File: src/hsf_pkg.sv
package hsf_pkg;
    // ------------------------------------------------------------
    // register map
    // ------------------------------------------------------------
    localparam logic [11:0] STATUS_OFFSET = 12'h000;
    localparam logic [11:0] CONTROL_OFFSET = 12'h004;
    localparam logic [31:0] STATUS_RESET = 32'h0000_0000;
    localparam logic [31:0] CONTROL_RESET = 32'h0000_0000;
    localparam logic [31:0] STICKY_MASK = 32'hED41_AD90;
    localparam logic [31:0] CONTROL_MASK = 32'h0000_01FF;

    // ------------------------------------------------------------
    // status word fields
    // ------------------------------------------------------------
    localparam int RX_REMAIN_LSB = 0;
    localparam int TX_FRAME_COMPLETE = 4;
    localparam int TX_FIFO_SPACE = 5;
    localparam int CTS_LEVEL = 6;
    localparam int CTS_CHANGE = 7;
    localparam int TX_UNDERRUN = 8;
    localparam int RX_FIFO_DATA = 9;
    localparam int TX_FRAME_OK = 10;
    localparam int RX_FLAG_SEEN = 11;
    localparam int DCD_LEVEL = 12;
    localparam int DCD_CHANGE = 13;
    localparam int RX_FRAME_VALID = 14;
    localparam int RX_IDLE_LINE = 15;
    localparam int RX_ABORT = 16;
    localparam int RX_CRC_ERROR = 17;
    localparam int RX_NONOCTET = 18;
    localparam int RX_OVERRUN = 19;
    localparam int DMA_TX_ABORT = 22;
    localparam int RX_CLOCK_ERROR = 23;
    localparam int DMA_RX_FRAME_DONE = 24;
    localparam int DMA_RX_NOT_OWNED = 26;
    localparam int DMA_TX_FRAME_DONE = 27;
    localparam int DMA_TX_NOT_OWNED = 29;
    localparam int DPLL_ONE_MISS = 30;
    localparam int DPLL_TWO_MISS = 31;

    // ------------------------------------------------------------
    // control word fields
    // ------------------------------------------------------------
    localparam int CTL_DMA_TX_ENABLE = 0;
    localparam int CTL_DMA_RX_ENABLE = 1;
    localparam int CTL_TX_FOUR_WORD = 2;
    localparam int CTL_RX_FOUR_WORD = 3;
    localparam int CTL_TX_STOP_SKIP = 4;
    localparam int CTL_RX_STOP_SKIP = 5;
    localparam int CTL_MULTI_FRAME = 6;
    localparam int CTL_DPLL_ENABLE = 7;
    localparam int CTL_FM_MODE = 8;

    // ------------------------------------------------------------
    // receive line counts
    // ------------------------------------------------------------
    localparam logic [3:0] ABORT_ONES = 4'h7;
    localparam logic [3:0] IDLE_ONES = 4'hF;
    localparam logic [7:0] FLAG_PATTERN = 8'h7E;
    localparam logic [1:0] DPLL_MISS_LIMIT = 2'h2;
endpackage : hsf_pkg

File: src/hsf_status_flags.sv
// Behaviour
// [RULE1] on frame end report valid bytes minus one: 0-3 one-word, 0-15 four-word
// [RULE2] tx complete flag sets when queue empty and abort or closing flag sent
// [RULE3] tx space flag follows first one/four queue registers empty; low in DMA tx
// [RULE4] cts and dcd level flags are inverted pin levels, no interrupt
// [RULE5] cts change flag sets on each clear_to_send_n transition; write one clears
// [RULE6] underrun mid-frame requests an abort and sets the underrun flag
// [RULE7] rx data flag follows last one/four registers or end marker; low in DMA rx
// [RULE8] tx frame ok flag sets when a frame is sent successfully
// [RULE9] rx flag seen sets on final bit of a received flag; write one clears
// [RULE10] dcd change flag sets on each carrier_detect_n transition; write one clears
// [RULE11] rx frame valid shows error-free frame end in final queue location
// [RULE12] idle flag sets after 15 ones, holds until a zero; write one clears
// [RULE13] abort flag sets on seven or more ones; write one clears
// [RULE14] crc error and non-octet flags show the completed frame's errors
// [RULE15] overrun flag shows data pushed into a full receive queue
// [RULE16] DMA tx abort on underrun or cts loss sets flag, clears DMA tx enable
// [RULE17] rx clock error flag shows an unstable receive clock
// [RULE18] DMA rx frame done sets when last byte reaches memory; write one clears
// [RULE19] not-owned with select set sets flag and disables that DMA direction
// [RULE20] DMA tx frame done only without multi-frame; multi-frame keeps sending
// [RULE21] DPLL one miss, then two misses plus search; two-miss zero otherwise
// [RULE22] latched bits are write-one-to-clear, zero writes leave them
// [RULE23] reading the status word changes nothing
// [RULE24] status word resets to zero
//
// Our own choices: the APB register port and the address map.
module hsf_status_flags (
    // clock, reset, enable
    input wire logic mclk,
    input wire logic sys_rst,
    input wire logic clkEn,
    // apb slave
    input wire logic psel,
    input wire logic penable,
    input wire logic pwrite,
    input wire logic [11:0] paddr,
    input wire logic [31:0] pwdata,
    output logic [31:0] prdata,
    output logic pready,
    output logic pslverr,
    // modem pins
    input wire logic clear_to_send_n,
    input wire logic carrier_detect_n,
    // transmitter and tx queue
    input wire logic txQueueEmpty,
    input wire logic txFirstRegEmpty,
    input wire logic txFirstFourEmpty,
    input wire logic txAbortSent,
    input wire logic txClosingFlagSent,
    input wire logic txUnderrun,
    input wire logic txFrameSentOk,
    // receiver bit stream and rx queue
    input wire logic rxBitValid,
    input wire logic rxBit,
    input wire logic rxLastRegFull,
    input wire logic rxLastFourFull,
    input wire logic rxEndMarker,
    input wire logic [3:0] rxLastByteCount,
    input wire logic rxFrameGood,
    input wire logic rxCrcBad,
    input wire logic rxNonOctet,
    input wire logic rxOverrun,
    input wire logic rxClockUnstable,
    // dma engines
    input wire logic dmaRxFrameWritten,
    input wire logic dmaRxNotOwned,
    input wire logic dmaTxNotOwned,
    input wire logic dmaTxFrameSent,
    // dpll
    input wire logic dpllMissedEdge,
    input wire logic dpllEdgeFound,
    // control outputs
    output logic dmaTxEnable,
    output logic dmaRxEnable,
    output logic multiFrame,
    output logic dpllEnable,
    output logic txAbortRequest,
    output logic dpllSearchRequest
);
    logic [31:0] controlWord;
    logic [31:0] stickyFlags;
    logic [31:0] setVec;
    logic [31:0] clrVec;
    logic [31:0] liveVec;
    logic [31:0] statusWord;
    logic ctsSync1;
    logic ctsSync2;
    logic ctsPrev;
    logic dcdSync1;
    logic dcdSync2;
    logic dcdPrev;
    logic ctsToggle;
    logic dcdToggle;
    logic ctsLost;
    logic [7:0] rxShift;
    logic [7:0] next_rxShift;
    logic [3:0] onesCount;
    logic [3:0] next_onesCount;
    logic [1:0] missCount;
    logic dpllActive;
    logic dmaTxAbortEvent;
    logic txNotOwnedEvent;
    logic rxNotOwnedEvent;
    logic dpllSecondMiss;
    logic [3:0] rxRemaining;
    logic accessPhase;
    logic statusHit;
    logic controlHit;
    logic statusWrite;
    logic controlWrite;

    assign accessPhase = psel && penable && pready;
    assign statusHit = (paddr == hsf_pkg::STATUS_OFFSET);
    assign controlHit = (paddr == hsf_pkg::CONTROL_OFFSET);
    assign statusWrite = accessPhase && pwrite && statusHit && clkEn;
    assign controlWrite = accessPhase && pwrite && controlHit && clkEn;

    // ------------------------------------------------------------
    // pin synchronisers and edge detect
    // ------------------------------------------------------------
    always_ff @(posedge mclk or posedge sys_rst)
    begin
        if (sys_rst)
        begin
            ctsSync1 <= 1'b1;
            ctsSync2 <= 1'b1;
            ctsPrev <= 1'b1;
            dcdSync1 <= 1'b1;
            dcdSync2 <= 1'b1;
            dcdPrev <= 1'b1;
        end
        else if (clkEn)
        begin
            ctsSync1 <= clear_to_send_n;
            ctsSync2 <= ctsSync1;
            ctsPrev <= ctsSync2;
            dcdSync1 <= carrier_detect_n;
            dcdSync2 <= dcdSync1;
            dcdPrev <= dcdSync2;
        end
    end

    assign ctsToggle = ctsSync2 ^ ctsPrev; // [RULE5]
    assign dcdToggle = dcdSync2 ^ dcdPrev; // [RULE10]
    assign ctsLost = ctsSync2 && !ctsPrev;

    always_comb
    begin
        next_rxShift = {rxShift[6:0], rxBit};
        if (!rxBit)
        begin
            next_onesCount = 4'h0;
        end
        else if (onesCount == hsf_pkg::IDLE_ONES)
        begin
            next_onesCount = onesCount;
        end
        else
        begin
            next_onesCount = onesCount + 4'h1;
        end
    end

    always_ff @(posedge mclk or posedge sys_rst)
    begin
        if (sys_rst)
        begin
            rxShift <= 8'h00;
            onesCount <= 4'h0;
        end
        else if (clkEn && rxBitValid)
        begin
            rxShift <= next_rxShift;
            onesCount <= next_onesCount;
        end
    end

    assign dpllActive = controlWord[hsf_pkg::CTL_DPLL_ENABLE]
        && controlWord[hsf_pkg::CTL_FM_MODE];
    assign dpllSecondMiss = dpllActive && dpllMissedEdge
        && (missCount == hsf_pkg::DPLL_MISS_LIMIT - 2'h1);

    always_ff @(posedge mclk or posedge sys_rst)
    begin
        if (sys_rst)
        begin
            missCount <= 2'h0;
        end
        else if (clkEn)
        begin
            if (!dpllActive || dpllEdgeFound || dpllSecondMiss)
            begin
                missCount <= 2'h0;
            end
            else if (dpllMissedEdge)
            begin
                missCount <= missCount + 2'h1; // [RULE21]
            end
        end
    end

    assign dmaTxAbortEvent = dmaTxEnable && (txUnderrun || ctsLost);
    assign txNotOwnedEvent = dmaTxNotOwned && controlWord[hsf_pkg::CTL_TX_STOP_SKIP];
    assign rxNotOwnedEvent = dmaRxNotOwned && controlWord[hsf_pkg::CTL_RX_STOP_SKIP];

    always_comb
    begin
        setVec = 32'h0000_0000;
        setVec[hsf_pkg::TX_FRAME_COMPLETE] = txQueueEmpty
            && (txAbortSent || txClosingFlagSent); // [RULE2]
        setVec[hsf_pkg::CTS_CHANGE] = ctsToggle; // [RULE5]
        setVec[hsf_pkg::TX_UNDERRUN] = txUnderrun; // [RULE6]
        setVec[hsf_pkg::TX_FRAME_OK] = txFrameSentOk; // [RULE8]
        setVec[hsf_pkg::RX_FLAG_SEEN] = rxBitValid
            && (next_rxShift == hsf_pkg::FLAG_PATTERN); // [RULE9]
        setVec[hsf_pkg::DCD_CHANGE] = dcdToggle; // [RULE10]
        setVec[hsf_pkg::RX_IDLE_LINE] = (onesCount == hsf_pkg::IDLE_ONES); // [RULE12]
        setVec[hsf_pkg::RX_ABORT] = rxBitValid
            && (next_onesCount == hsf_pkg::ABORT_ONES); // [RULE13]
        setVec[hsf_pkg::DMA_TX_ABORT] = dmaTxAbortEvent; // [RULE16]
        setVec[hsf_pkg::DMA_RX_FRAME_DONE] = dmaRxFrameWritten; // [RULE18]
        setVec[hsf_pkg::DMA_RX_NOT_OWNED] = rxNotOwnedEvent; // [RULE19]
        setVec[hsf_pkg::DMA_TX_NOT_OWNED] = txNotOwnedEvent; // [RULE19]
        setVec[hsf_pkg::DMA_TX_FRAME_DONE] = dmaTxFrameSent
            && !controlWord[hsf_pkg::CTL_MULTI_FRAME]; // [RULE20]
        setVec[hsf_pkg::DPLL_ONE_MISS] = dpllActive && dpllMissedEdge
            && (missCount == 2'h0); // [RULE21]
        setVec[hsf_pkg::DPLL_TWO_MISS] = dpllSecondMiss; // [RULE21]
    end

    always_comb
    begin
        clrVec = statusWrite ? (pwdata & hsf_pkg::STICKY_MASK) : 32'h0000_0000; // [RULE22]
        if (!dpllActive)
        begin
            clrVec[hsf_pkg::DPLL_TWO_MISS] = 1'b1; // [RULE21]
        end
    end

    // ------------------------------------------------------------
    // sticky flags, set wins over clear
    // ------------------------------------------------------------
    genvar gi;
    generate
        for (gi = 0; gi < 32; gi++)
        begin : g_sticky
            if (hsf_pkg::STICKY_MASK[gi])
            begin : g_flop
                always_ff @(posedge mclk or posedge sys_rst)
                begin
                    if (sys_rst)
                    begin
                        stickyFlags[gi] <= hsf_pkg::STATUS_RESET[gi]; // [RULE24]
                    end
                    else if (clkEn)
                    begin
                        stickyFlags[gi] <= setVec[gi] || (stickyFlags[gi] && !clrVec[gi]); // [RULE22]
                    end
                end
            end
            else
            begin : g_none
                assign stickyFlags[gi] = 1'b0;
            end
        end
    endgenerate

    // ------------------------------------------------------------
    // live condition bits
    // ------------------------------------------------------------
    always_comb
    begin
        if (!rxEndMarker)
        begin
            rxRemaining = 4'h0;
        end
        else if (controlWord[hsf_pkg::CTL_RX_FOUR_WORD])
        begin
            rxRemaining = rxLastByteCount; // [RULE1]
        end
        else
        begin
            rxRemaining = {2'b00, rxLastByteCount[1:0]}; // [RULE1]
        end
    end

    always_comb
    begin
        liveVec = 32'h0000_0000;
        liveVec[hsf_pkg::RX_REMAIN_LSB +: 4] = rxRemaining; // [RULE1]
        liveVec[hsf_pkg::TX_FIFO_SPACE] = !dmaTxEnable
            && (controlWord[hsf_pkg::CTL_TX_FOUR_WORD] ? txFirstFourEmpty
                : txFirstRegEmpty); // [RULE3]
        liveVec[hsf_pkg::CTS_LEVEL] = !ctsSync2; // [RULE4]
        liveVec[hsf_pkg::DCD_LEVEL] = !dcdSync2; // [RULE4]
        liveVec[hsf_pkg::RX_FIFO_DATA] = !dmaRxEnable && (rxEndMarker
            || (controlWord[hsf_pkg::CTL_RX_FOUR_WORD] ? rxLastFourFull
                : rxLastRegFull)); // [RULE7]
        liveVec[hsf_pkg::RX_FRAME_VALID] = rxEndMarker && rxFrameGood; // [RULE11]
        liveVec[hsf_pkg::RX_CRC_ERROR] = rxEndMarker && rxCrcBad; // [RULE14]
        liveVec[hsf_pkg::RX_NONOCTET] = rxEndMarker && rxNonOctet; // [RULE14]
        liveVec[hsf_pkg::RX_OVERRUN] = rxOverrun; // [RULE15]
        liveVec[hsf_pkg::RX_CLOCK_ERROR] = rxClockUnstable; // [RULE17]
    end

    assign statusWord = stickyFlags | liveVec;

    // ------------------------------------------------------------
    // control register and dma enables
    // ------------------------------------------------------------
    always_ff @(posedge mclk or posedge sys_rst)
    begin
        if (sys_rst)
        begin
            controlWord <= hsf_pkg::CONTROL_RESET;
        end
        else if (clkEn)
        begin
            if (controlWrite)
            begin
                controlWord <= pwdata & hsf_pkg::CONTROL_MASK;
            end
            if (dmaTxAbortEvent || txNotOwnedEvent)
            begin
                controlWord[hsf_pkg::CTL_DMA_TX_ENABLE] <= 1'b0; // [RULE16]
            end
            if (rxNotOwnedEvent)
            begin
                controlWord[hsf_pkg::CTL_DMA_RX_ENABLE] <= 1'b0; // [RULE19]
            end
        end
    end

    assign dmaTxEnable = controlWord[hsf_pkg::CTL_DMA_TX_ENABLE];
    assign dmaRxEnable = controlWord[hsf_pkg::CTL_DMA_RX_ENABLE];
    assign multiFrame = controlWord[hsf_pkg::CTL_MULTI_FRAME]; // [RULE20]
    assign dpllEnable = controlWord[hsf_pkg::CTL_DPLL_ENABLE];

    // ------------------------------------------------------------
    // request pulses to transmitter and dpll
    // ------------------------------------------------------------
    always_ff @(posedge mclk or posedge sys_rst)
    begin
        if (sys_rst)
        begin
            txAbortRequest <= 1'b0;
            dpllSearchRequest <= 1'b0;
        end
        else if (clkEn)
        begin
            txAbortRequest <= txUnderrun || dmaTxAbortEvent; // [RULE6]
            dpllSearchRequest <= dpllSecondMiss; // [RULE21]
        end
    end

    // ------------------------------------------------------------
    // apb answer, reads have no side effect
    // ------------------------------------------------------------
    always_ff @(posedge mclk or posedge sys_rst)
    begin
        if (sys_rst)
        begin
            pready <= 1'b0;
            pslverr <= 1'b0;
            prdata <= 32'h0000_0000;
        end
        else if (clkEn)
        begin
            pready <= psel && !penable;
            pslverr <= psel && !penable && !statusHit && !controlHit;
            if (psel && !penable && !pwrite)
            begin
                if (statusHit)
                begin
                    prdata <= statusWord; // [RULE23]
                end
                else if (controlHit)
                begin
                    prdata <= controlWord;
                end
                else
                begin
                    prdata <= 32'h0000_0000;
                end
            end
            else
            begin
                prdata <= 32'h0000_0000;
            end
        end
    end
endmodule : hsf_status_flags

File: config.mk
export PLATFORM = sky130hd
export DESIGN_NAME = hsf_status_flags
export DESIGN_NICKNAME = d
export VERILOG_FILES = /design/src/hsf_pkg.sv /design/src/hsf_status_flags.sv
export SDC_FILE = /design/constraint.sdc
export NUM_CORES = 1
export LEC_CHECK = 0
export CAP_MARGIN = 30
export CELL_PAD_IN_SITES_DETAIL_PLACEMENT = 1
export CELL_PAD_IN_SITES_GLOBAL_PLACEMENT = 2
export CORE_MARGIN = 2
export CORE_UTILIZATION = 42
export CTS_CLUSTER_DIAMETER = 30
export DETAILED_ROUTE_END_ITERATION = 7
export DONT_BUFFER_PORTS = 1
export GPL_ROUTABILITY_DRIVEN = 0
export PLACE_DENSITY_LB_ADDON = 0.1
export SLEW_MARGIN = 10
export SYNTH_ARGS = -nofsm -noshare
export SYNTH_HDL_FRONTEND = slang
export SYNTH_SLANG_ARGS = --single-unit
File: constraint.sdc
create_clock -name mclk -period 3.4 [get_ports mclk]
set_clock_uncertainty 0.1 [all_clocks]
set_input_delay 0.34 -clock mclk [delete_from_list [all_inputs] [get_ports mclk]]
set_output_delay 0.34 -clock mclk [all_outputs]
set_load 0.02 [all_outputs]
* After elaboration in Yosys (flattened, before gate mapping)
Cells that the tools add are included.
** Word-level totals
- Bits in registers :: 79
- Bits in latches :: 0
- RAM bits :: 0
- ROM bits :: 0
- Input port bits :: 79
- Output and inout bits :: 40
- Memories :: 0
** Cells by class
- Add/sub/neg operators :: 2
- Multiply operators :: 0
- Div/mod/pow operators :: 0
- Order comparisons :: 0
- Equality and inequality tests :: 5
- Shifts and indexed selects :: 0
- Muxes and demuxes :: 16
- Bitwise gates (word level) :: 3
- Reduce and logical (&&, ||, !) cells :: 101
** Operator list (number)
- 32-bit 2-to-1 mux :: 3
- 1-bit logical AND :: 44
- 32-bit by 24-bit OR with 32-bit output :: 1
- 1-bit zero test :: 26
- 1-bit logical OR :: 22
- 4-bit 2-to-1 mux :: 4
- 12-bit by 3-bit equality test with 1-bit output, second input constant :: 1
- 12-bit zero test :: 1
- 9-bit 2-to-1 mux :: 1
- 8-bit by 7-bit equality test with 1-bit output, second input constant :: 1
- 2-bit AND reduction :: 4
- 2-bit 2-to-1 mux :: 3
- 2-bit nonzero test :: 3
- 1-bit 2-to-1 mux :: 5
- 4-bit by 1-bit adder with 4-bit output, second input constant :: 1
- 4-bit by 3-bit equality test with 1-bit output, second input constant :: 1
- 4-bit equality test, second input constant :: 1
- 2-bit by 1-bit adder with 2-bit output, second input constant :: 1
- 2-bit by 1-bit equality test with 1-bit output, second input constant :: 1
- 2-bit zero test :: 1
- 1-bit XOR :: 2

* Longest topological paths before layout
Gate-level depths: netlist (run 1).
- Depth in word-level cells :: 10
- Mapped depth :: 6
- Mapped depth without buffers :: 6

* Worst setup path before layout (run 1)
OpenSTA, ideal clock, no wires.
- Path kind :: in2reg
- From :: in paddr[1]
- To :: reg controlWord[2]
- Library setup time :: 125 ps
- Arrival time :: 1487 ps
- Setup slack :: 1688 ps
- Stages on the path :: 4
- Buffers on the path :: 0
- Path through :: nor4_4 nand4_1 nor2_4 mux2_4
** Between the ends
- Word-level cells in the longest chain between the ends :: 4
** RTL lines
- start, declared :: RTL line hsf_status_flags.sv:37 : input wire logic [11:0] paddr,
- 12-bit by 3-bit equality test with 1-bit output :: RTL line hsf_status_flags.sv:115 : assign controlHit = (paddr == hsf_pkg::CONTROL_OFFSET);
- 1-bit logical AND (2 in a row) :: RTL line hsf_status_flags.sv:117 : assign controlWrite = accessPhase && pwrite && controlHit && clkEn;
- 2-bit AND reduction (no source line)
- end signal, assigned :: RTL line hsf_status_flags.sv:316 : controlWord <= hsf_pkg::CONTROL_RESET;
- end signal, assigned :: RTL line hsf_status_flags.sv:322 : controlWord <= pwdata & hsf_pkg::CONTROL_MASK;
- end, declared :: RTL line hsf_status_flags.sv:81 : logic [31:0] controlWord;
No other way between the ends.
A chain may end at the register's enable or synchronous reset.

* Final worst setup path (run 1)
- From :: reg pready
- To :: reg stickyFlags[31]
** Between the ends
- Word-level cells in the longest chain between the ends :: 9
** RTL lines
- start, declared :: RTL line hsf_status_flags.sv:40 : output logic pready,
- start signal, assigned :: RTL line hsf_status_flags.sv:370 : pready <= psel && !penable;
- 1-bit logical AND :: RTL line hsf_status_flags.sv:113 : assign accessPhase = psel && penable && pready;
- 1-bit logical AND (3 in a row) :: RTL line hsf_status_flags.sv:116 : assign statusWrite = accessPhase && pwrite && statusHit && clkEn;
- 32-bit 2-to-1 mux :: RTL line hsf_status_flags.sv:234 : clrVec = statusWrite ? (pwdata & hsf_pkg::STICKY_MASK) : 32'h0000_0000;
- 1-bit 2-to-1 mux :: RTL line hsf_status_flags.sv:235 : if (!dpllActive)
- 1-bit zero test :: RTL line hsf_status_flags.sv:258 : stickyFlags[gi] <= setVec[gi] || (stickyFlags[gi] && !clrVec[gi]);
- 1-bit logical AND :: RTL line hsf_status_flags.sv:258
- 1-bit logical OR :: RTL line hsf_status_flags.sv:258
- end signal, assigned by index :: RTL line hsf_status_flags.sv:254 : stickyFlags[gi] <= hsf_pkg::STATUS_RESET[gi];
- end signal, assigned by index :: RTL line hsf_status_flags.sv:258
- end, declared :: RTL line hsf_status_flags.sv:82 : logic [31:0] stickyFlags;
No other way between the ends.

==> results of run 1 <==
state kept, by name (all words and copies together) (netlist names):
register           cells
controlWord            9
ctsPrev                1
ctsSync1               1
ctsSync2               1
dcdPrev                1
dcdSync1               1
dcdSync2               1
dpllSearchRequest      1
missCount              2
onesCount              4
prdata                28
pready                 1
pslverr                1
rxShift                7
stickyFlags           15
txAbortRequest         1
worst max-delay path, delay by kind of cell (launching register included):
family | cells | cell delay, ns
simple gates | 2 | 0.89
flops | 1 | 0.48
compound gates | 2 | 0.45
layout make-up:
cell class	count	share of cell area, %
Clock buffer	9	3.37
Clock inverter	7	1.67
Inverter	10	1.06
Multi-Input combinational cell	174	37.7
Sequential cell	75	51.3
Tap cell	102	3.48
Timing Repair Buffer	6	1.43
where the power goes:
part           switching (W)  leakage (nW)  internal, W
clock network       0.000378        0.0884     0.000278
registers          0.0000459         0.964     0.000955
logic              0.0000670         0.538    0.0000685
cells by family after synthesis:
group	Yosys count	share of synthesized area, %
AO/OA/AOI/OAI	71	16.8
XOR/XNOR	2	0.516
adder cells (fa/ha/maj)	4	1.47
buffers and inverters	28	4.16
flip-flops	75	55.4
multiplexers	25	8.91
other	1	0.110
AND/OR/NAND/NOR	68	12.6
through the flow:
step | instance area [sq um] | setup slack, ns | total power, W | cells | utilization (%)
after floorplan | 3410 | 1.06 | 0.00112 | 277 | -
after global placement | 3460 | 1.27 | 0.00115 | 364 | 44.5
after detailed placement | 3460 | 1.24 | 0.00115 | 364 | 44.5
after CTS | 3670 | 1.35 | 0.00181 | 383 | 47.3
after global routing | 3670 | 1.24 | 0.00188 | 383 | 47.3
final | 3670 | 1.37 | 0.00179 | 383 | 47.3
layout by cell type (no fill, tap or decap), types with 4 or more instances in the layout:
cell type	Yosys	final
sky130_fd_sc_hd__nand3_1	20	20
sky130_fd_sc_hd__a32o_1	6	6
sky130_fd_sc_hd__nand2_1	12	12
sky130_fd_sc_hd__a21o_1	4	4
sky130_fd_sc_hd__dfrtp_1	69	69
sky130_fd_sc_hd__o2bb2ai_1	10	10
sky130_fd_sc_hd__clkbuf_8	0	9
sky130_fd_sc_hd__nor3_1	4	4
sky130_fd_sc_hd__conb_1	1	4
sky130_fd_sc_hd__nor2_1	7	7
sky130_fd_sc_hd__o21ai_0	5	5
sky130_fd_sc_hd__dfstp_2	6	6
sky130_fd_sc_hd__nor2b_1	4	4
sky130_fd_sc_hd__a21oi_1	6	6
sky130_fd_sc_hd__mux2_4	7	7
sky130_fd_sc_hd__mux2_2	14	14
sky130_fd_sc_hd__mux2i_1	4	4
sky130_fd_sc_hd__ha_1	4	4
sky130_fd_sc_hd__inv_1	9	8
sky130_fd_sc_hd__a22o_1	24	24
per-layer routing:
layer / track usage (%) / vias to the layer above / part of all wire, %
li1: - / 1018 / -
met1: 27.3 / 1155 / 44
met2: 32.3 / 78 / 47
met3: 5.30 / 16 / 6.6
met4: 7.13 / 2 / 1.9
met5: 0 / - / 0.15
Yosys cell counts, types with 2 or more instances:
cell type / n / area, sq um
sky130_fd_sc_hd__a211o_1: 2 / 17.5
sky130_fd_sc_hd__a21o_1: 4 / 30.0
sky130_fd_sc_hd__a21oi_1: 6 / 30.0
sky130_fd_sc_hd__a22o_1: 24 / 210
sky130_fd_sc_hd__a22oi_1: 2 / 15.0
sky130_fd_sc_hd__a2bb2oi_1: 2 / 17.5
sky130_fd_sc_hd__a31oi_1: 2 / 12.5
sky130_fd_sc_hd__a32o_1: 6 / 60.1
sky130_fd_sc_hd__and2_1: 3 / 18.8
sky130_fd_sc_hd__buf_2: 2 / 10.0
sky130_fd_sc_hd__buf_4: 5 / 37.5
sky130_fd_sc_hd__buf_6: 2 / 22.5
sky130_fd_sc_hd__clkbuf_1: 8 / 30.0
sky130_fd_sc_hd__dfrtp_1: 69 / 1730
sky130_fd_sc_hd__dfstp_2: 6 / 158
sky130_fd_sc_hd__ha_1: 4 / 50.1
sky130_fd_sc_hd__inv_1: 9 / 33.8
sky130_fd_sc_hd__mux2_2: 14 / 158
sky130_fd_sc_hd__mux2_4: 7 / 105
sky130_fd_sc_hd__mux2i_1: 4 / 40.0
sky130_fd_sc_hd__nand2_1: 12 / 45.0
sky130_fd_sc_hd__nand3_1: 20 / 100
sky130_fd_sc_hd__nand4b_1: 2 / 17.5
sky130_fd_sc_hd__nor2_1: 7 / 26.3
sky130_fd_sc_hd__nor2b_1: 4 / 25.0
sky130_fd_sc_hd__nor3_1: 4 / 20.0
sky130_fd_sc_hd__nor4_1: 2 / 12.5
sky130_fd_sc_hd__nor4_4: 2 / 42.5
sky130_fd_sc_hd__o21ai_0: 5 / 25.0
sky130_fd_sc_hd__o2bb2ai_1: 10 / 87.6
sky130_fd_sc_hd__o31ai_1: 2 / 15.0
sky130_fd_sc_hd__o32ai_1: 2 / 17.5
sky130_fd_sc_hd__xor2_1: 2 / 17.5
path summary, 6_finish.rpt:
check	cells past startpoint	from	slack [ns]	endpoint
worst max-delay path	4	pready$_DFFE_PP0P_	1.37	stickyFlags[31]$_DFFE_PP0P_
worst min-delay path	1	rxBit	0.02	onesCount[0]$_DFFE_PP0P_
worst max register to register	4	pready$_DFFE_PP0P_	1.37	stickyFlags[31]$_DFFE_PP0P_
worst min register to register	1	stickyFlags[16]$_DFFE_PP0P_	0.39	stickyFlags[16]$_DFFE_PP0P_
max in group asynchronous	3	sys_rst	2.06	ctsPrev$_DFFE_PP1P_
min in group asynchronous	2	sys_rst	0.37	controlWord[7]$_DFFE_PP0P_
==> results_tabular.tex, run 1 <==
\begin{tabular}{lr}
\hline
Metric & Value \\
\hline
\multicolumn{2}{l}{\textbf{Route}} \\
\quad Post-detailed-route DRC marker count & 0 \\
\quad Length of the first detailed-routing pass in iterations & 4 \\
\quad DRC violation total after the first TritonRoute iteration & 47 \\
\quad Antenna Violating Nets Remaining & 0 \\
\quad Routed vias/inst & 5.92 \\
\quad Total Wirelength & 8450 um \\
\quad Detailed-route wire length per cell & 22.1 um \\
\quad Total number of vias & 2269 \\
\multicolumn{2}{l}{\textbf{Clock tree}} \\
\quad Number of gates resized after cts & 0 \\
\quad Post-CTS setup buffer count & 0 \\
\quad Clock latency on the worst-skew pair & 0.35 ns \\
\quad Clock tree from TritonCTS & yes \\
\quad CTS H-Tree Depth & 3 \\
\quad Buffer type at the clock tree root & sky130\_fd\_sc\_hd\_\_clkbuf\_8 \\
\quad Post-CTS clock slew at the launch and capture registers of the worst setup and hold paths & 0.10 ns \\
\quad Total CTS buffers & 9 \\
\quad Cts hold-fix bufs & 3 \\
\quad Maximum clock insertion buffer count & 2 \\
\quad Total clock sinks & 75 \\
\multicolumn{2}{l}{\textbf{Min path}} \\
\quad Hold crit path type & input port to flip-flop \\
\multicolumn{2}{l}{\textbf{Timing}} \\
\quad Worst slew margin & 44.8\% \\
\quad Time the worst path needs with I/O delays and setup & 2.03 ns \\
\quad Unrepaired setup endpoints after global routing & false \\
\quad Count of final hold-check violations & 0 \\
\quad Endpoints failing setup & 0 \\
\quad Pins Over Slew Limit & 0 \\
\quad Share of the clock period used by the worst path & 59.7\% \\
\quad Highest achievable clock rate & 493 MHz \\
\quad Setup TNS & 0 ns \\
\quad Worst hold-check slack & 0.0209 ns \\
\quad Transition time at the pin with the least slew margin & 0.828 ns \\
\multicolumn{2}{l}{\textbf{Synthesis}} \\
\quad Commonest register cell after synthesis & sky130\_fd\_sc\_hd\_\_dfrtp\_1 \\
\quad Post-synthesis register bit count & 75 \\
\quad Distinct cells, synth & 52 \\
\quad Number of standard cells after synthesis & 274 \\
\quad Post-synthesis average cell area & 12.4 sq um \\
\quad Async S/R FF share, synth & 100\% \\
\quad Number of enable flip-flop cells after synthesis & 0 \\
\quad Yosys Warn Count & 0 \\
\quad Seq/Total Area, Yosys & 55.4\% \\
\quad Syn Std Cell Area & 0.00340 sq mm \\
\multicolumn{2}{l}{\textbf{Final layout}} \\
\quad Area taken by multi-input logic gates & 0.00138 sq mm \\
\quad Total area of sequential cells & 0.00188 sq mm \\
\quad Fraction of layout instances using a drive strength above 1 & 20.3\% \\
\quad Antenna diode instance count & 0 \\
\quad Area added between synthesis and finish & 8.06\% \\
\quad \# fillers & 831 \\
\quad Final \#Nets & 359 \\
\multicolumn{2}{l}{\textbf{Flow run}} \\
\quad Number of max-capacitance violations reported & 0 \\
\multicolumn{2}{l}{\textbf{Run status}} \\
\quad Result of the run & complete, no violations \\
\multicolumn{2}{l}{\textbf{Worst setup path}} \\
\quad Cells along the critical path & and4\_1 -> and2\_1 -> a31oi\_1 -> a211o\_1 \\
\quad Endpoint kind of the worst setup timing path & flip-flop \\
\quad CP max-delay cell & sky130\_fd\_sc\_hd\_\_and2\_1 \\
\quad WP data arrival & 2.15 ns \\
\quad Critical Path Source Type & flip-flop \\
\quad Critical path start-end classification & flip-flop to flip-flop \\
\quad Highest cell delay on the worst timing path & 0.60 ns \\
\quad Required arrival time at the worst endpoint & 3.52 ns \\
\quad Largest driver fanout on the critical path & 16 \\
\multicolumn{2}{l}{\textbf{Power and ir drop}} \\
\quad Areal power density over the cells & 488 mW/mm\^{}2 \\
\quad VDD IR-drop max & 0.258 mV \\
\quad Leak & 1.59 nW \\
\multicolumn{2}{l}{\textbf{GRT}} \\
\quad Initial antenna violation count & 1 \\
\quad Global-route wire length before repair & 13700 um \\
\quad Residual overflow from global routing & 0 \\
\quad Global-route usage over all layers & 20.4\% \\
\quad Vias in the first global route & 2480 \\
\quad Maximum number of pins on one net before global-route repair & 31 \\
\multicolumn{2}{l}{\textbf{Floorplan}} \\
\quad Placement Rows & 32 \\
\quad Area of the die & 0.00883 sq mm \\
\quad Die height & 94.0 um \\
\quad Horizontal die dimension & 94.0 um \\
\quad Number of ports placed on the die boundary & 119 \\
\quad Initial Util & 43.7\% \\
\quad Core Box Area & 0.00777 sq mm \\
\multicolumn{2}{l}{\textbf{Place}} \\
\quad HPWL reported at the end of detailed placement & 5750 um \\
\quad Number of port buffers & 0 \\
\hline
\end{tabular}
Power figures use the tool's default switching activity.
==> inputs of run 2 (changes only) <==
--- a/config.mk
+++ b/config.mk
@@ -9,7 +9,7 @@
 export CELL_PAD_IN_SITES_DETAIL_PLACEMENT = 1
 export CELL_PAD_IN_SITES_GLOBAL_PLACEMENT = 2
 export CORE_MARGIN = 2
-export CORE_UTILIZATION = 42
+export CORE_UTILIZATION = 39
 export CTS_CLUSTER_DIAMETER = 30
 export DETAILED_ROUTE_END_ITERATION = 7
 export DONT_BUFFER_PORTS = 1
==> constraint.sdc (replaced) <==
create_clock -name mclk -period 1.9 [get_ports mclk]
set_clock_uncertainty 0.1 [all_clocks]
set_input_delay 0.19 -clock mclk [delete_from_list [all_inputs] [get_ports mclk]]
set_output_delay 0.19 -clock mclk [all_outputs]
set_load 0.02 [all_outputs]
==> run 2 against run 1 <==
- total power rose by 99%
- combinational power rose to 2.5 times the previous value
- clock power rose by 120%
- flip-flop and latch count did not move
- worst hold slack got worse by 0.0015 ns
- register-to-register slack got worse by 1.1 ns
- non-clock buffer count rose by 51
- sequential power rose by 79%
- routed wire length rose by 8.5%
- highest routed layer is now met4
==> results_tabular.tex, run 2 (synthesis results as in run 1) <==
\begin{tabular}{lr}
\hline
Metric & Value \\
\hline
\multicolumn{2}{l}{\textbf{Clock tree}} \\
\quad Buffer type at the clock tree root & sky130\_fd\_sc\_hd\_\_clkbuf\_8 \\
\quad Clock latency on the worst-skew pair & 0.35 ns (about the same) \\
\quad Total clock sinks & 75 (unchanged) \\
\quad Clock tree from TritonCTS & yes \\
\quad Post-CTS clock slew at the launch and capture registers of the worst setup and hold paths & 0.09 ns (about the same) \\
\quad Total CTS buffers & 9 (unchanged) \\
\quad Maximum clock insertion buffer count & 2 (unchanged) \\
\quad Post-CTS setup buffer count & 0 (unchanged) \\
\quad Number of gates resized after cts & 0 (unchanged) \\
\quad CTS H-Tree Depth & 3 (unchanged) \\
\multicolumn{2}{l}{\textbf{Worst setup path}} \\
\quad Required arrival time at the worst endpoint & 2.09 ns (-1.43 ns) \\
\quad Largest driver fanout on the critical path & 18 (+2) \\
\quad CP max-delay cell & sky130\_fd\_sc\_hd\_\_dlygate4sd3\_1 \\
\quad Worst setup slack for register-to-register paths & 0.31 ns (-1.06 ns) \\
\quad Reg2reg start & onesCount[0]\$\_DFFE\_PP0P\_ \\
\quad Worst path bufs/invs & 2 (+2) \\
\quad Cells along the critical path & dlygate4sd3\_1 -> nor2b\_1 -> nor3b\_2 -> nor3b\_4 -> buf\_4 -> a32o\_1 \\
\quad Highest cell delay on the worst timing path & 0.54 ns (-0.06 ns) \\
\quad Number of cell instances on the worst register-to-register path & 4 (unchanged) \\
\quad Critical Path Source Type & input port \\
\quad Critical path start-end classification & input port to flip-flop \\
\quad Endpoint kind of the worst setup timing path & flip-flop \\
\quad Capture point of the worst reg-to-reg path & onesCount[0]\$\_DFFE\_PP0P\_ \\
\quad WP data arrival & 1.91 ns (-0.24 ns) \\
\quad Top cell family by delay on the critical path & buffers and inverters \\
\multicolumn{2}{l}{\textbf{Power and ir drop}} \\
\quad Switch Pwr & 0.000903 W (+84\%) \\
\quad Part of the power in the clock network & 40.1\% (+3.5 points) \\
\quad Switching share of power & 25.4\% (-2.0 points) \\
\quad Pwr Total & 0.00356 W (+99\%) \\
\quad Comb pwr share & 9.7\% (+2.1 points) \\
\quad Areal power density over the cells & 838 mW/mm\^{}2 (+72\%) \\
\quad Internal power component & 0.00266 W (+100\%) \\
\quad Fraction of power consumed by sequential logic & 50.2\% (-5.6 points) \\
\quad VDD IR-drop max & 0.362 mV (+40\%) \\
\quad Leak & 1.85 nW (+16\%) \\
\multicolumn{2}{l}{\textbf{Place}} \\
\quad HPWL reported at the end of detailed placement & 6030 um (+4.8\%) \\
\quad Number of port buffers & 0 (unchanged) \\
\quad Standard cell area after detailed placement & 0.00355 sq mm (+2.8\%) \\
\quad Number of instances in the placed design & 378 (+3.8\%) \\
\multicolumn{2}{l}{\textbf{Min path}} \\
\quad End point of the most critical hold path & txAbortRequest\$\_DFFE\_PP0P\_ \\
\quad Cell count of the worst hold path & 2 (+1) \\
\quad Hold crit path type & input port to flip-flop \\
\quad HP Start & clkEn \\
\multicolumn{2}{l}{\textbf{Timing}} \\
\quad Highest achievable clock rate & 583 MHz \\
\quad Setup TNS & 0 ns (unchanged) \\
\quad Endpoints failing setup & 0 (unchanged) \\
\quad Worst hold-check slack & 0.0194 ns (-0.00151 ns) \\
\quad Share of the clock period used by the worst path & 90.3\% \\
\quad Unrepaired setup endpoints after global routing & false \\
\quad Time the worst path needs with I/O delays and setup & 1.72 ns \\
\quad Count of final hold-check violations & 0 (unchanged) \\
\quad Worst slew margin & 61.6\% (+17 points) \\
\quad Transition time at the pin with the least slew margin & 0.574 ns (-0.254 ns) \\
\quad Pins Over Slew Limit & 0 (unchanged) \\
\multicolumn{2}{l}{\textbf{GRT}} \\
\quad Initial antenna violation count & 0 (-1) \\
\quad Residual overflow from global routing & 0 (unchanged) \\
\quad Global-route usage over all layers & 20.5\% (+0.021 points) \\
\quad Global-route wire length before repair & 15100 um (+11\%) \\
\quad Maximum number of pins on one net before global-route repair & 40 (+29\%) \\
\quad Vias in the first global route & 2695 (+8.7\%) \\
\multicolumn{2}{l}{\textbf{Route}} \\
\quad Detailed-route wire length per cell & 20.8 um (-5.6\%) \\
\quad DRC violation total after the first TritonRoute iteration & 69 (+47\%) \\
\quad Post-detailed-route DRC marker count & 0 (unchanged) \\
\quad Antenna Violating Nets Remaining & 0 (unchanged) \\
\quad Routed vias/inst & 5.60 (-5.5\%) \\
\quad Length of the first detailed-routing pass in iterations & 4 (unchanged) \\
\quad Total number of vias & 2463 (+8.6\%) \\
\quad Total Wirelength & 9170 um (+8.5\%) \\
\multicolumn{2}{l}{\textbf{Final layout}} \\
\quad Antenna diode instance count & 0 (unchanged) \\
\quad Commonest non-fill, non-tap cell in the layout & sky130\_fd\_sc\_hd\_\_dfrtp\_1 \\
\quad Final \#Nets & 410 (+14\%) \\
\quad Cell Count, Final, Fillers Out & 440 (+15\%) \\
\quad Register containing the most flip-flops in the final layout & prdata \\
\quad Commonest cells after routing, fill and taps aside & sky130\_fd\_sc\_hd\_\_dfrtp\_1, sky130\_fd\_sc\_hd\_\_dlygate4sd3\_1, sky130\_fd\_sc\_hd\_\_a22o\_1, sky130\_fd\_sc\_hd\_\_nand3\_1, sky130\_fd\_sc\_hd\_\_mux2\_2 \\
\quad \# fillers & 916 (+10\%) \\
\quad Area added between synthesis and finish & 25.1\% \\
\quad Fraction of layout instances using a drive strength above 1 & 19.9\% (-0.41 points) \\
\quad Flip-flop count of the largest register, all copies and words added & 28 (unchanged) \\
\quad Layout Cell Area excl Fill & 0.00425 sq mm (+16\%) \\
\quad Area taken by multi-input logic gates & 0.00138 sq mm (unchanged) \\
\quad Largest registers in the final layout & prdata: 28 flops, stickyFlags: 15 flops, controlWord: 9 flops \\
\quad Total area of sequential cells & 0.00188 sq mm (unchanged) \\
\multicolumn{2}{l}{\textbf{Floorplan}} \\
\quad Core Box Area & 0.00859 sq mm (+11\%) \\
\quad Horizontal die dimension & 97.3 um (+3.6\%) \\
\quad Number of ports placed on the die boundary & 119 (unchanged) \\
\quad Die height & 97.3 um (+3.6\%) \\
\quad Placement Rows & 34 (+6.3\%) \\
\quad Initial Util & 39.5\% (-4.2 points) \\
\quad Area of the die & 0.00948 sq mm (+7.4\%) \\
\multicolumn{2}{l}{\textbf{Flow run}} \\
\quad Number of max-capacitance violations reported & 0 (unchanged) \\
\multicolumn{2}{l}{\textbf{Run status}} \\
\quad Result of the run & complete, no violations \\
\hline
\end{tabular}
run 2: cell count changes in the layout (fill, tap and decap cells not counted):
cell / change
sky130_fd_sc_hd__buf_12: +3
sky130_fd_sc_hd__inv_6: +1
sky130_fd_sc_hd__clkinv_4: -2
sky130_fd_sc_hd__bufinv_16: +2
sky130_fd_sc_hd__dlygate4sd3_1: +42
sky130_fd_sc_hd__buf_4: +6
sky130_fd_sc_hd__clkinv_2: -1
run 2: layout make-up:
cell class,instances,share of cell area [%]
flip-flops and latches,75,44.3
multi-input cells,174,32.5
repair buffers,57,13.6
well taps,108,3.18
clock buffers,9,2.91
clock inverters,7,2.47
inverters,10,0.971
run 2: what timing repair did:
action | in CTS | in global routing
hold buffers | 46 | 0
endpoints found under the hold margin | 73 | 0
endpoints found under the setup margin | 0 | 0
run 2: how the worst max path moves through the flow:
stage                             from                     endpoint  depth (start not counted)
floorplan           pready$_DFFE_PP0P_  stickyFlags[10]$_DFFE_PP0P_                          6
global placement              paddr[4]   controlWord[4]$_DFFE_PP0P_                          5
detailed placement            paddr[4]   controlWord[8]$_DFFE_PP0P_                          5
CTS                            penable       prdata[18]$_DFFE_PP0P_                          6
global route                   penable       prdata[18]$_DFFE_PP0P_                          6
finish                         penable       prdata[18]$_DFFE_PP0P_                          6
run 2: power groups by stage:
stage          Combinational, W  Clock, W  Sequential, W
3_5_place_dp           0.000248         0        0.00182
4_1_cts                0.000351   0.00147        0.00179
6_report               0.000344   0.00143        0.00179
5_1_grt                0.000385   0.00155        0.00181
2_1_floorplan          0.000214         0        0.00180
3_3_place_gp           0.000239         0        0.00181
run 2: metal layers:
layer,vias up,track usage [%],wire length (um)
met4,0,6.73,89
li1,1121,-,-
met3,8,4.96,507
met2,75,32.9,4380
met1,1259,27.4,4200
met5,-,0,0
run 2: metrics by stage:
step / util (%) / setup slack (ns)
2_1_floorplan: - / 0.222
3_3_place_gp: 41.3 / 0.273
3_5_place_dp: 41.3 / 0.259
4_1_cts: 49.5 / 0.185
5_1_grt: 49.5 / 0.0950
6_report: 49.5 / 0.184
==> inputs of run 3 (changes only) <==
==> constraint.sdc (replaced) <==
create_clock -name mclk -period 1.8 [get_ports mclk]
set_clock_uncertainty 0.1 [all_clocks]
set_input_delay 0.18 -clock mclk [delete_from_list [all_inputs] [get_ports mclk]]
set_output_delay 0.18 -clock mclk [all_outputs]
set_load 0.02 [all_outputs]
==> run 3 against run 2 <==
- worst hold slack gained 0.0058 ns
- flip-flop and latch count stayed put
- total power decreased by 3.6%
- sequential share of layout area barely moved
- first-iteration DRC count shrank 32%
- highest routed layer unchanged
==> results_tabular.tex, run 3 (synthesis results as in run 1) <==
\begin{tabular}{lr}
\hline
Metric & Value \\
\hline
\multicolumn{2}{l}{\textbf{Run status}} \\
\quad Result of the run & complete, no violations \\
\multicolumn{2}{l}{\textbf{Clock tree}} \\
\quad Clock latency on the worst-skew pair & 0.36 ns (about the same) \\
\quad Maximum clock insertion buffer count & 2 (unchanged) \\
\quad Clock tree from TritonCTS & yes \\
\quad CTS H-Tree Depth & 3 (unchanged) \\
\quad Total CTS buffers & 9 (unchanged) \\
\quad Total clock sinks & 75 (unchanged) \\
\quad Buffer type at the clock tree root & sky130\_fd\_sc\_hd\_\_clkbuf\_8 \\
\quad Post-CTS setup buffer count & 0 (unchanged) \\
\quad Post-CTS clock slew at the launch and capture registers of the worst setup and hold paths & 0.09 ns (about the same) \\
\multicolumn{2}{l}{\textbf{Worst setup path}} \\
\quad Reg2reg start & onesCount[0]\$\_DFFE\_PP0P\_ \\
\quad Largest driver fanout on the critical path & 18 (unchanged) \\
\quad Critical path start-end classification & input port to flip-flop \\
\quad Critical Path Source Type & input port \\
\quad Endpoint kind of the worst setup timing path & flip-flop \\
\quad WP data arrival & 1.83 ns (-0.08 ns) \\
\quad Worst setup slack for register-to-register paths & 0.19 ns (-0.12 ns) \\
\quad Required arrival time at the worst endpoint & 2.00 ns (-0.09 ns) \\
\quad Crit. Startpoint & penable \\
\multicolumn{2}{l}{\textbf{Min path}} \\
\quad Hold crit path type & input port to flip-flop \\
\quad HP Start & rxEndMarker \\
\multicolumn{2}{l}{\textbf{Route}} \\
\quad Detailed-route wire length per cell & 20.8 um (-0.38\%) \\
\quad Total Wirelength & 9200 um (+0.29\%) \\
\quad DRC violation total after the first TritonRoute iteration & 47 (-32\%) \\
\quad Antenna Violating Nets Remaining & 0 (unchanged) \\
\quad Length of the first detailed-routing pass in iterations & 4 (unchanged) \\
\quad Total number of vias & 2452 (-0.45\%) \\
\quad Post-detailed-route DRC marker count & 0 (unchanged) \\
\quad Routed vias/inst & 5.53 (-1.1\%) \\
\multicolumn{2}{l}{\textbf{Final layout}} \\
\quad Fraction of layout instances using a drive strength above 1 & 20.0\% (+0.12 points) \\
\quad Final \#Nets & 413 (+0.73\%) \\
\quad Antenna diode instance count & 0 (unchanged) \\
\quad Flip-flop count of the largest register, all copies and words added & 28 (unchanged) \\
\quad Commonest non-fill, non-tap cell in the layout & sky130\_fd\_sc\_hd\_\_dfrtp\_1 \\
\quad Register containing the most flip-flops in the final layout & prdata \\
\quad Largest registers in the final layout & prdata: 28 flops, stickyFlags: 15 flops, controlWord: 9 flops \\
\quad Area added between synthesis and finish & 25.2\% (about the same) \\
\quad \# fillers & 923 (+0.76\%) \\
\quad Commonest cells after routing, fill and taps aside & sky130\_fd\_sc\_hd\_\_dfrtp\_1, sky130\_fd\_sc\_hd\_\_dlygate4sd3\_1, sky130\_fd\_sc\_hd\_\_a22o\_1, sky130\_fd\_sc\_hd\_\_nand3\_1, sky130\_fd\_sc\_hd\_\_mux2\_2 \\
\multicolumn{2}{l}{\textbf{Timing}} \\
\quad Setup TNS & 0 ns (unchanged) \\
\quad Share of the clock period used by the worst path & 90.7\% \\
\quad Unrepaired setup endpoints after global routing & false \\
\quad Pins Over Slew Limit & 0 (unchanged) \\
\quad Count of final hold-check violations & 0 (unchanged) \\
\quad Endpoints failing setup & 0 (unchanged) \\
\quad Worst hold-check slack & 0.0252 ns (+0.00580 ns) \\
\quad Worst slew margin & 61.3\% (-0.31 points) \\
\quad Time the worst path needs with I/O delays and setup & 1.63 ns \\
\quad Transition time at the pin with the least slew margin & 0.578 ns (+0.00466 ns) \\
\quad Highest achievable clock rate & 612 MHz \\
\multicolumn{2}{l}{\textbf{GRT}} \\
\quad Vias in the first global route & 2786 (+3.4\%) \\
\quad Global-route usage over all layers & 20.7\% (+0.25 points) \\
\quad Maximum number of pins on one net before global-route repair & 32 (-20\%) \\
\quad Residual overflow from global routing & 0 (unchanged) \\
\quad Global-route wire length before repair & 15200 um (+0.55\%) \\
\quad Initial antenna violation count & 0 (unchanged) \\
\multicolumn{2}{l}{\textbf{Floorplan}} \\
\quad Area of the die & 0.00948 sq mm (unchanged) \\
\quad Placement Rows & 34 (unchanged) \\
\quad Number of ports placed on the die boundary & 119 (unchanged) \\
\quad Die height & 97.3 um (unchanged) \\
\quad Horizontal die dimension & 97.3 um (unchanged) \\
\quad Initial Util & 39.5\% (unchanged) \\
\quad Core Box Area & 0.00859 sq mm (unchanged) \\
\multicolumn{2}{l}{\textbf{Flow run}} \\
\quad Number of max-capacitance violations reported & 0 (unchanged) \\
\multicolumn{2}{l}{\textbf{Power and ir drop}} \\
\quad Leak & 1.85 nW (+0.13\%) \\
\quad Areal power density over the cells & 807 mW/mm\^{}2 (-3.6\%) \\
\quad VDD IR-drop max & 0.377 mV (+4.0\%) \\
\multicolumn{2}{l}{\textbf{Place}} \\
\quad HPWL reported at the end of detailed placement & 6050 um (+0.41\%) \\
\quad Number of port buffers & 0 (unchanged) \\
\hline
\end{tabular}
==> run 3: changes by cell type in the layout (fill, tap and decap cells not counted), sizes merged <==
cell / change
buf: +1
bufinv: -2
clkbuf: +2
clkinv: +2
clkinvlp: +2
dlymetal6s4s: +1
inv: -3
==> run 3: stage by stage <==
stage / area, sq um / worst slack [ns] / std cells / utilization [%] / power, W
after floorplan: 3410 / 0.122 / 277 / - / 0.00212
after global placement: 3570 / 0.189 / 379 / 41.6 / 0.00217
after detailed placement: 3570 / 0.178 / 379 / 41.6 / 0.00219
after global routing: 4260 / 0.0589 / 443 / 49.5 / 0.00362
final: 4260 / 0.167 / 443 / 49.5 / 0.00344
after CTS: 4220 / 0.0221 / 442 / 49.1 / 0.00348
==> run 3: cell type report <==
class	count	area, sq um	share of cell area, %
flip-flops and latches	75	1880	44.3
multi-input cells	174	1390	32.7
repair buffers	60	636	14.9
well taps	108	135	3.18
clock buffers	10	128	3.00
clock inverters	6	41.3	0.970
inverters	10	41.3	0.970
==> run 3: final timing paths <==
| path | endpoint | cells after the start |
|---|---|---|
| hold / removal | prdata[3]$_DFFE_PP0P_ | 2 |
| max in group asynchronous | stickyFlags[24]$_DFFE_PP0P_ | 3 |
| setup / recovery | prdata[14]$_DFFE_PP0P_ | 6 |
| min in group asynchronous | stickyFlags[7]$_DFFE_PP0P_ | 2 |
| setup reg to reg | onesCount[0]$_DFFE_PP0P_ | 4 |
| hold reg to reg | stickyFlags[11]$_DFFE_PP0P_ | 1 |
==> run 3: power breakdown <==
group	switching, W	internal (W)
clock network	0.000661	0.000500
registers	0.0000879	0.00180
logic	0.000174	0.000206
==> run 3: routing by layer <==
layer	share of wire (%)	routed length, um	vias up	global-route usage, %
li1	-	-	1129	-
met1	44	4060	1248	27.2
met2	49	4530	67	34.0
met3	5.1	472	8	4.60
met4	1.4	128	0	7.37
met5	0	0	-	0
==> run 3: critical path: stages <==
cell and delay, ns:
sky130_fd_sc_hd__dlygate4sd3_1 0.54, sky130_fd_sc_hd__nor2b_1 0.20, sky130_fd_sc_hd__nor3b_4 0.28, sky130_fd_sc_hd__nor3b_4 0.27
sky130_fd_sc_hd__buf_12 0.18, sky130_fd_sc_hd__a32o_1 0.17
==> run 3: what timing repair did <==
item	CTS	global route
resized for setup	0	2
hold buffers	47	0
hold endpoints to repair	128	0
endpoints found under the setup margin	0	20
